**src/design/icd_pkg.sv**
```systemverilog
package icd_pkg;
  // cache geometry
  localparam int unsigned ICD_SETS = 256;
  localparam int unsigned ICD_WORDS = 8;
  localparam int unsigned ICD_TAG_W = 22;
  // effective address field positions, big-endian bit 0 = msb of 32
  localparam int unsigned ICD_EA_CLASS_HI = 31 - 19;
  localparam int unsigned ICD_EA_CLASS_LO = 31 - 26;
  localparam int unsigned ICD_EA_WORD_HI = 31 - 27;
  localparam int unsigned ICD_EA_WORD_LO = 31 - 29;
  // debug data register number and field positions (little-endian index)
  localparam logic [9:0] ICD_SPR_DEBUG_DATA = 10'h3D3;
  localparam int unsigned ICD_TAG_POS = 31 - 21;
  localparam int unsigned ICD_VALID_POS = 31 - 27;
  localparam int unsigned ICD_LRU_POS = 31 - 31;
  localparam logic [31:0] ICD_DATA_RESET = 32'h0000_0000;
  // select field values
  localparam logic ICD_WAY_A = 1'b0;
  localparam logic ICD_SEL_WORD = 1'b0;

  // debug read request from the pipeline
  typedef struct packed {
    logic valid;
    logic [31:0] effective_address;
    logic way_sel;
    logic tag_or_word_select;
  } icd_req_t;

  // special register read request
  typedef struct packed {
    logic valid;
    logic [9:0] spr_num;
    logic privileged;
  } icd_spr_t;
endpackage : icd_pkg

```
**src/design/icd_readout.sv**
```systemverilog
// Operation
// - congruence class comes from effective address bits 19 to 26
// - way select 0 reads way A, 1 reads way B
// - word mode captures the word picked by address bits 27 to 29
// - tag mode captures tag and status instead of a word
// - every debug read replaces the 32-bit debug data register
// - word mode fills all 32 bits with the selected word
// - tag mode: tag bits 0-21, valid bit 27, replacement bit 31
// - valid flag reads 1 only for a valid selected line
// - replacement flag is per class: 0 way A LRU, 1 way B LRU
// - debug data is privileged read-only special register 979
// - after sync, register read returns latest debug read value
// - data-cache debug read uses same selections, result to a general register
`timescale 1ns/1ps
`default_nettype none
module icd_readout import icd_pkg::*; #(
  parameter int unsigned P_WORDS = ICD_WORDS,
  parameter int unsigned P_TAG_W = ICD_TAG_W
) (
  input wire logic i_ref_clk,
  input wire logic i_rst_b,
  input wire icd_req_t i_req,
  input wire icd_spr_t i_spr,
  input wire logic [32*P_WORDS-1:0] i_line_a,
  input wire logic [32*P_WORDS-1:0] i_line_b,
  input wire logic [P_TAG_W-1:0] i_tag_a,
  input wire logic [P_TAG_W-1:0] i_tag_b,
  input wire logic i_valid_a,
  input wire logic i_valid_b,
  input wire logic i_lru,
  output logic [7:0] o_class,
  output logic [31:0] o_icache_debug_data,
  output logic [31:0] o_spr_rdata,
  output logic o_spr_ack,
  output logic o_spr_priv_fault
);
  //////////////////////////////////////////////////////////////////////////////
  // field widths implied by the fixed positions in the package
  localparam int unsigned CLASS_W = ICD_EA_CLASS_HI - ICD_EA_CLASS_LO + 1;
  localparam int unsigned WORD_IDX_W = ICD_EA_WORD_HI - ICD_EA_WORD_LO + 1;
  localparam int unsigned TAG_ROOM = 32 - ICD_TAG_POS;

  // refuse geometries that the fixed address slices or the tag image cannot
  // serve: a mismatch would silently read the wrong word or clip the tag
  if (P_WORDS != (1 << WORD_IDX_W)) begin : g_bad_words
    $error("word count does not match the word index field");
  end
  if (P_TAG_W != TAG_ROOM) begin : g_bad_tag
    $error("tag width does not fill the tag field of the debug data");
  end
  if (ICD_SETS != (1 << CLASS_W)) begin : g_bad_sets
    $error("set count does not match the class index field");
  end

  //////////////////////////////////////////////////////////////////////////////
  // class index goes straight out so the array can present the addressed
  // set; the array read is combinational, a register here would cost a cycle
  wire logic [CLASS_W-1:0] class_idx = i_req.effective_address[ICD_EA_CLASS_HI:ICD_EA_CLASS_LO];
  assign o_class = class_idx;

  //////////////////////////////////////////////////////////////////////////////
  // request decode: one select line steers every per-way field; a data-side
  // debug read would reuse this decode and only change where the result goes
  wire logic pick_a = (i_req.way_sel == ICD_WAY_A);
  wire logic tag_mode = (i_req.tag_or_word_select != ICD_SEL_WORD);
  wire logic [WORD_IDX_W-1:0] word_idx = i_req.effective_address[ICD_EA_WORD_HI:ICD_EA_WORD_LO];
  // bit offset of the addressed word inside a line image
  wire logic [WORD_IDX_W+4:0] word_lsb = {word_idx, 5'h00};

  // way mux for the line, the tag and the valid flag of the addressed set
  wire logic [32*P_WORDS-1:0] sel_line = pick_a ? i_line_a : i_line_b;
  wire logic [31:0] sel_word = sel_line[word_lsb +: 32];
  wire logic [P_TAG_W-1:0] sel_tag = pick_a ? i_tag_a : i_tag_b;
  wire logic sel_valid = pick_a ? i_valid_a : i_valid_b;

  // tag image: each status field shifted into place; every position not
  // named stays zero so that software compares of the image are stable
  wire logic [31:0] tag_field = 32'(sel_tag) << ICD_TAG_POS;
  wire logic [31:0] valid_field = 32'(sel_valid) << ICD_VALID_POS;
  wire logic [31:0] lru_field = 32'(i_lru) << ICD_LRU_POS;
  wire logic [31:0] tag_image = tag_field | valid_field | lru_field;

  // the mode select hands over either the whole word or the tag image
  wire logic [31:0] capture = tag_mode ? tag_image : sel_word;

  //////////////////////////////////////////////////////////////////////////////
  // debug data register, reloaded by every debug read and held otherwise;
  // there is no write path, software can only copy it out; reset clears it
  // to zero, the same value an unanswered move returns
  logic [31:0] data_q;
  wire logic [31:0] data_d = i_req.valid ? capture : data_q;
  always_ff @(posedge i_ref_clk or negedge i_rst_b) begin
    if (!i_rst_b) begin
      data_q <= ICD_DATA_RESET;
    end else begin
      data_q <= data_d;
    end
  end
  assign o_icache_debug_data = data_q;

  //////////////////////////////////////////////////////////////////////////////
  // special register port: read only and privileged; software puts a
  // context sync between the debug read and the move, so data_q has settled;
  // other register numbers belong to other decoders and get no answer here
  wire logic spr_hit = i_spr.valid && (i_spr.spr_num == ICD_SPR_DEBUG_DATA);
  wire logic spr_ok = spr_hit && i_spr.privileged;
  wire logic spr_refused = spr_hit && !i_spr.privileged;
  // an accepted read returns the register, anything else returns zero
  wire logic [31:0] rdata_d = spr_ok ? data_q : ICD_DATA_RESET;
  logic [31:0] rdata_q;
  logic ack_q;
  logic fault_q;

  // answer flops: one-cycle pulses, data non-zero only beside an acknowledge
  always_ff @(posedge i_ref_clk or negedge i_rst_b) begin
    if (!i_rst_b) begin
      rdata_q <= ICD_DATA_RESET;
      ack_q <= 1'h0;
      fault_q <= 1'h0;
    end else begin
      rdata_q <= rdata_d;
      ack_q <= spr_ok;
      fault_q <= spr_refused;
    end
  end
  assign o_spr_rdata = rdata_q;
  assign o_spr_ack = ack_q;
  assign o_spr_priv_fault = fault_q;

  //////////////////////////////////////////////////////////////////////////////
  // checks on the captured image, one cycle after the debug read

  // reserved positions of a tag image read zero
  reserved_zero_a: assert property (@(posedge i_ref_clk) disable iff (!i_rst_b)
    i_req.valid && i_req.tag_or_word_select |=> (data_q[9:5] == 5'h00) && (data_q[3:1] == 3'h0))
    else $error("reserved bits not zero");

  // word mode returns the addressed word of the selected way
  word_capture_a: assert property (@(posedge i_ref_clk) disable iff (!i_rst_b)
    i_req.valid && !i_req.tag_or_word_select |=> data_q == $past(sel_word))
    else $error("word capture wrong");

  // way A word straight from the array port, independent of the mux
  way_a_word_a: assert property (@(posedge i_ref_clk) disable iff (!i_rst_b)
    i_req.valid && !i_req.tag_or_word_select && !i_req.way_sel
    |=> data_q == $past(i_line_a[word_lsb +: 32]))
    else $error("way A word wrong");

  // way B word straight from the array port
  way_b_word_a: assert property (@(posedge i_ref_clk) disable iff (!i_rst_b)
    i_req.valid && !i_req.tag_or_word_select && i_req.way_sel
    |=> data_q == $past(i_line_b[word_lsb +: 32]))
    else $error("way B word wrong");

  // tag field of a tag image matches the selected way
  tag_capture_a: assert property (@(posedge i_ref_clk) disable iff (!i_rst_b)
    i_req.valid && i_req.tag_or_word_select |=> data_q[31:10] == $past(sel_tag))
    else $error("tag capture wrong");

  // way A tag straight from the array port
  tag_way_a_a: assert property (@(posedge i_ref_clk) disable iff (!i_rst_b)
    i_req.valid && i_req.tag_or_word_select && !i_req.way_sel
    |=> data_q[31:10] == $past(i_tag_a))
    else $error("way A tag wrong");

  // way B tag straight from the array port
  tag_way_b_a: assert property (@(posedge i_ref_clk) disable iff (!i_rst_b)
    i_req.valid && i_req.tag_or_word_select && i_req.way_sel
    |=> data_q[31:10] == $past(i_tag_b))
    else $error("way B tag wrong");

  // valid flag of the selected line
  valid_flag_a: assert property (@(posedge i_ref_clk) disable iff (!i_rst_b)
    i_req.valid && i_req.tag_or_word_select |=> data_q[4] == $past(sel_valid))
    else $error("valid flag wrong");

  // replacement flag of the class, shared by both ways
  lru_flag_a: assert property (@(posedge i_ref_clk) disable iff (!i_rst_b)
    i_req.valid && i_req.tag_or_word_select |=> data_q[0] == $past(i_lru))
    else $error("lru flag wrong");

  // no debug read, no change
  hold_value_a: assert property (@(posedge i_ref_clk) disable iff (!i_rst_b)
    !i_req.valid |=> $stable(data_q))
    else $error("debug data changed without read");

  //////////////////////////////////////////////////////////////////////////////
  // checks on the register port, one cycle after the move

  // an accepted move returns the register as it stood
  spr_read_a: assert property (@(posedge i_ref_clk) disable iff (!i_rst_b)
    spr_ok |=> o_spr_ack && o_spr_rdata == $past(data_q))
    else $error("register read mismatch");

  // with no debug read beside it, the move returns what the register shows
  spr_latest_a: assert property (@(posedge i_ref_clk) disable iff (!i_rst_b)
    spr_ok && !i_req.valid
    |=> o_spr_rdata == o_icache_debug_data)
    else $error("register read not latest");

  // an unprivileged move is refused with a fault and no acknowledge
  priv_check_a: assert property (@(posedge i_ref_clk) disable iff (!i_rst_b)
    spr_hit && !i_spr.privileged |=> o_spr_priv_fault && !o_spr_ack)
    else $error("unprivileged read not refused");

  // any other access leaves the port silent
  spr_idle_a: assert property (@(posedge i_ref_clk) disable iff (!i_rst_b)
    !spr_hit |=> !o_spr_ack && !o_spr_priv_fault && (o_spr_rdata == ICD_DATA_RESET))
    else $error("register port answered without a hit");

  //////////////////////////////////////////////////////////////////////////////
  // main scenarios that the bench should reach
  word_way_b_c: cover property (@(posedge i_ref_clk) i_req.valid && i_req.way_sel && !i_req.tag_or_word_select);
  tag_read_c: cover property (@(posedge i_ref_clk) i_req.valid && i_req.tag_or_word_select);
  tag_valid_b_c: cover property (@(posedge i_ref_clk) i_req.valid && tag_mode && !pick_a && sel_valid);
  read_then_move_c: cover property (@(posedge i_ref_clk) i_req.valid ##[1:4] spr_ok);
  refused_read_c: cover property (@(posedge i_ref_clk) spr_refused);
endmodule : icd_readout
`default_nettype wire

```
**config.mk**
```make
export PLATFORM = sky130hd
export DESIGN_NAME = icd_readout
export DESIGN_NICKNAME = d
export VERILOG_FILES = /design/src/design/icd_pkg.sv /design/src/design/icd_readout.sv
export SDC_FILE = /design/constraint.sdc
export NUM_CORES = 1
export LEC_CHECK = 0
export BUFFER_PORTS_ARGS = -buffer_cell sky130_fd_sc_hd__buf_4
export CAP_MARGIN = 10
export CORE_AREA = 4 4 263 265
export DETAILED_ROUTE_END_ITERATION = 6
export DIE_AREA = 0 0 267 269
export HOLD_SLACK_MARGIN = 0.12
export PLACE_DENSITY = 0.3
export SLEW_MARGIN = 10
export SYNTH_ARGS = -nofsm -noshare
export SYNTH_HDL_FRONTEND = slang
export SYNTH_SLANG_ARGS = --single-unit
```
**constraint.sdc**
```tcl
create_clock -name i_ref_clk -period 1.6 [get_ports i_ref_clk]
set_input_delay 0.48 -clock i_ref_clk [delete_from_list [all_inputs] [get_ports i_ref_clk]]
set_output_delay 0.48 -clock i_ref_clk [all_outputs]
set_load 0.1 [all_outputs]
```
==> summary.md <==
| Metric | Value |
|---|---|
| Final core utilization | 21.65% |
| Worst Hold End | o_spr_priv_fault |
| Filler cells | around 7400 |
| Pins Over Slew Limit | 0 |
| Reg2Reg Setup Slack | 0.57 ns |
| Clk sinks | 66 |
| Fin. Hold Viols | 0 |
| IO buf count | roughly 640 |
| Part of the power in combinational logic | between 50% and 60% |
| Pre-antenna DRT Iters | 4 |
| VDD IR max | roughly 0.34 mV |
| Primary FF master, synth | dfrtp_1 |
| Via count | 7834 |
| Slew margin rel. | between 40% and 50% |
| Synth cell types | 32 |
| Setup Skew | just under 0.007 ns |
| CTS tree | done |
| EDFF count, synth | 0 |
| Antenna viol nets, final | 0 |
| CTS Buf Count | 9 |
| Seq/Total Area, Yosys | between 20% and 30% |
| Post-synth top area cell | mux4_2 |
| # diodes | 0 |
| Register area | between 1500 and 2000 sq um |
| Layout cells sized above 1 | about four fifths |
| Largest net degree at the start of global routing | 37 |
| Critical Path RT | roughly 1.9 ns |
| Layout area overhead | 111.9% |
| CTS max path bufs | 2 |
| Cell area after synthesis | 6825 sq um |
| Synth warn | 0 |
| Pwr per Cell Area | approximately 600 nW/um^2 |
| Crit end category | flop |
| Antenna violations before repair | 0 |
| RSZ-0062 raised after global routing | yes |
| Placed Area | around 13000 sq um |
| Reg2reg end | o_icache_debug_data[18] |
| Ports | ~700 |
| First-pass GRT wire length | 67400 um |
| R2R depth | 3 |
| Final setup vio count | 23 |
| Fin crit period | 1.692 ns |
| Htree depth | 3 |
| Synth async-reset ratio | 100.0% |
| Fmax | roughly 590 MHz |
| Min-Delay Path Depth | 2 |
| Worst-path clk slew | 0.06 ns |
| Nets | around 1800 |
| Finished Cell Area | ~14000 sq um |
| NetSw | 3155 uW |
| DRC viols | 0 |
| FP Rows | 95 |
| Status | finished with violations |
| Initial DRC Count | between 200 and 300 |
| Failing checks | negative setup slack |
| Drt total wl | 49630 um |
| Worst Path Class, Setup | input pin to flop |
| Worst slew pin tran | ~0.82 ns |
| Clock power share | 26.8% |
| Post-DR vias/cell | about 3.7 |
| Share of the synthesized area in the top cell type | about 36% |
| Total core area | ~67000 sq um |
| Critical path peak fanout | 9 |
| Post-Syn Nets | 1131 |
| Area of the multi-input gates | about 5100 sq um |
| Dpl hpwl | approximately 43000 um |
| Die X | 267 um |
| Global route overflow | 0 |
| Hold Startpoint | i_spr[0] |
| GP Congestion | 0.7949 |
| Initial Util | about 10% |
| P_leak | around 0.0066 uW |
| Cell count after synthesis | between 500 and 600 |
| CTS root buf | clkbuf_16 |
| Area contributors post-synth | mux4_2 36%, dfrtp_1 24%, mux2i_1 9.8% |
| Max-Cap Viols | 0 |
| Placed cells | approximately 2100 |
| Die Footprint | 71820 sq um |
| CP Launch Type | input pin |
| Critical Path AT | 1.94 ns |
| Post-route setup slack | -0.09166 ns |
| Tcrit/Tclk final | 105.7% |
| Seq cells post-synth | 66 |
| Hold Crit Class | input pin to flop |
| Flop pwr share | between 20 and 25% |
| Avg Inst Size Synth | about 13 sq um |
| Total global-route track usage | 13.21% |
| Int Power | about 5500 uW |
| Number of global-route vias before repair | 9158 |
| Post-Layout Cell Count | approximately 2100 |
| RR Startpoint | o_icache_debug_data[18] |
| WL/cell | approximately 24 um |
| Latest clock arrival within the worst-skew pair | 0.37 ns |
| Sw Ratio | 36.50% |
| DIE HEIGHT | 269 um |
metrics by stage:
stage / power [uW] / hold slack (ns) / worst slack (ns) / setup TNS [ns]
global placement: 6124 / 0.4634 / -0.7065 / -25.17
detailed placement: 6121 / 0.4628 / -0.7134 / -26.93
finish: 8644 / 0.3971 / -0.09166 / -0.9264
CTS: 8824 / 0.3545 / -0.1032 / -1.577
global route: 9124 / 0.3673 / -0.1254 / -1.865
floorplan: 4156 / 0.1844 / -0.3033 / -9.176
worst max-delay path, stage by stage:
cell and delay (ns):
buf_16 0.14, buf_16 0.18, mux4_2 0.54, mux2_4 0.29
a221oi_2 0.19, o21ai_1 0.09
area by class of cell:
cell class                 count  share of cell area [%]
clock buffer                  10                   1.652
tap                          873                   7.552
timing repair buffer         754                   43.12
inverter                       1                 0.02595
sequential                    66                   11.44
clock inverter                 6                  0.6142
multi-input combinational    391                   35.59
per-layer routing:
metal  wire, um  track usage (%)
met3       2928            3.020
met5          0                0
met2      26610            24.43
met1      19710            15.91
met4        378            2.127
worst max path at each step:
stage                   from                       to  slack, ns  cells past startpoint
floorplan           i_req[1]   o_icache_debug_data[8]      -0.30                      7
global placement    i_req[1]  o_icache_debug_data[31]      -0.71                      7
detailed placement  i_req[1]  o_icache_debug_data[31]      -0.71                      7
CTS                 i_req[1]  o_icache_debug_data[28]      -0.10                      7
global route        i_req[1]  o_icache_debug_data[26]      -0.13                      6
finish              i_req[1]  o_icache_debug_data[22]      -0.09                      6
Yosys cell counts, types with 10 or more instances:
library cell and count:
clkbuf_1 28, nor2_1 34, nor2b_1 10, a221oi_2 18, o21ai_1 24, and2_1 32, buf_4 17, mux4_2 110
mux2i_1 67, mux2_2 28, mux2_1 10, dfrtp_1 66
power groups by stage:
stage | Combinational [uW] | Sequential (uW) | Clock, uW
detailed placement | 4180 | 1940 | 0
CTS | 4430 | 1930 | 2460
finish | 4400 | 1930 | 2320
floorplan | 1400 | 2760 | 0
global route | 4650 | 1950 | 2520
global placement | 4180 | 1940 | 0
cell usage in the layout (no fill, tap or decap), types with 8 or more instances in the layout:
cell type / count
a221oi_2: 23
nor2b_1: 10
mux2i_1: 55
buf_12: 21
and2_1: 32
buf_6: 33
mux2_4: 26
buf_4: 684
clkbuf_16: 9
dfrtp_1: 63
buf_8: 9
o21ai_1: 22
nor2_1: 27
a221o_1: 8
mux4_2: 110
a211oi_1: 8
mux2i_4: 9
flip-flops by register name (all words and copies together), names as in the netlist:
signal               flops
o_icache_debug_data     32
o_spr_rdata             32
o_spr_ack                1
o_spr_priv_fault         1
repair_timing:
action	CTS	global route
buffers inserted	5	4
hold buffers	1	0
resized for setup	87	32
hold endpoints to repair	36	0
gates cloned	4	0
setup endpoints to repair	54	41
pin swaps	9	4
cells by family after synthesis:
kind of cell	after synthesis	share of synthesized area, %
simple gates	93	7.314
mux	215	52.39
flops	66	24.20
buf+inv	66	5.481
compound gates	83	10.61
Note: power is estimated with default switching activity, not from simulation.
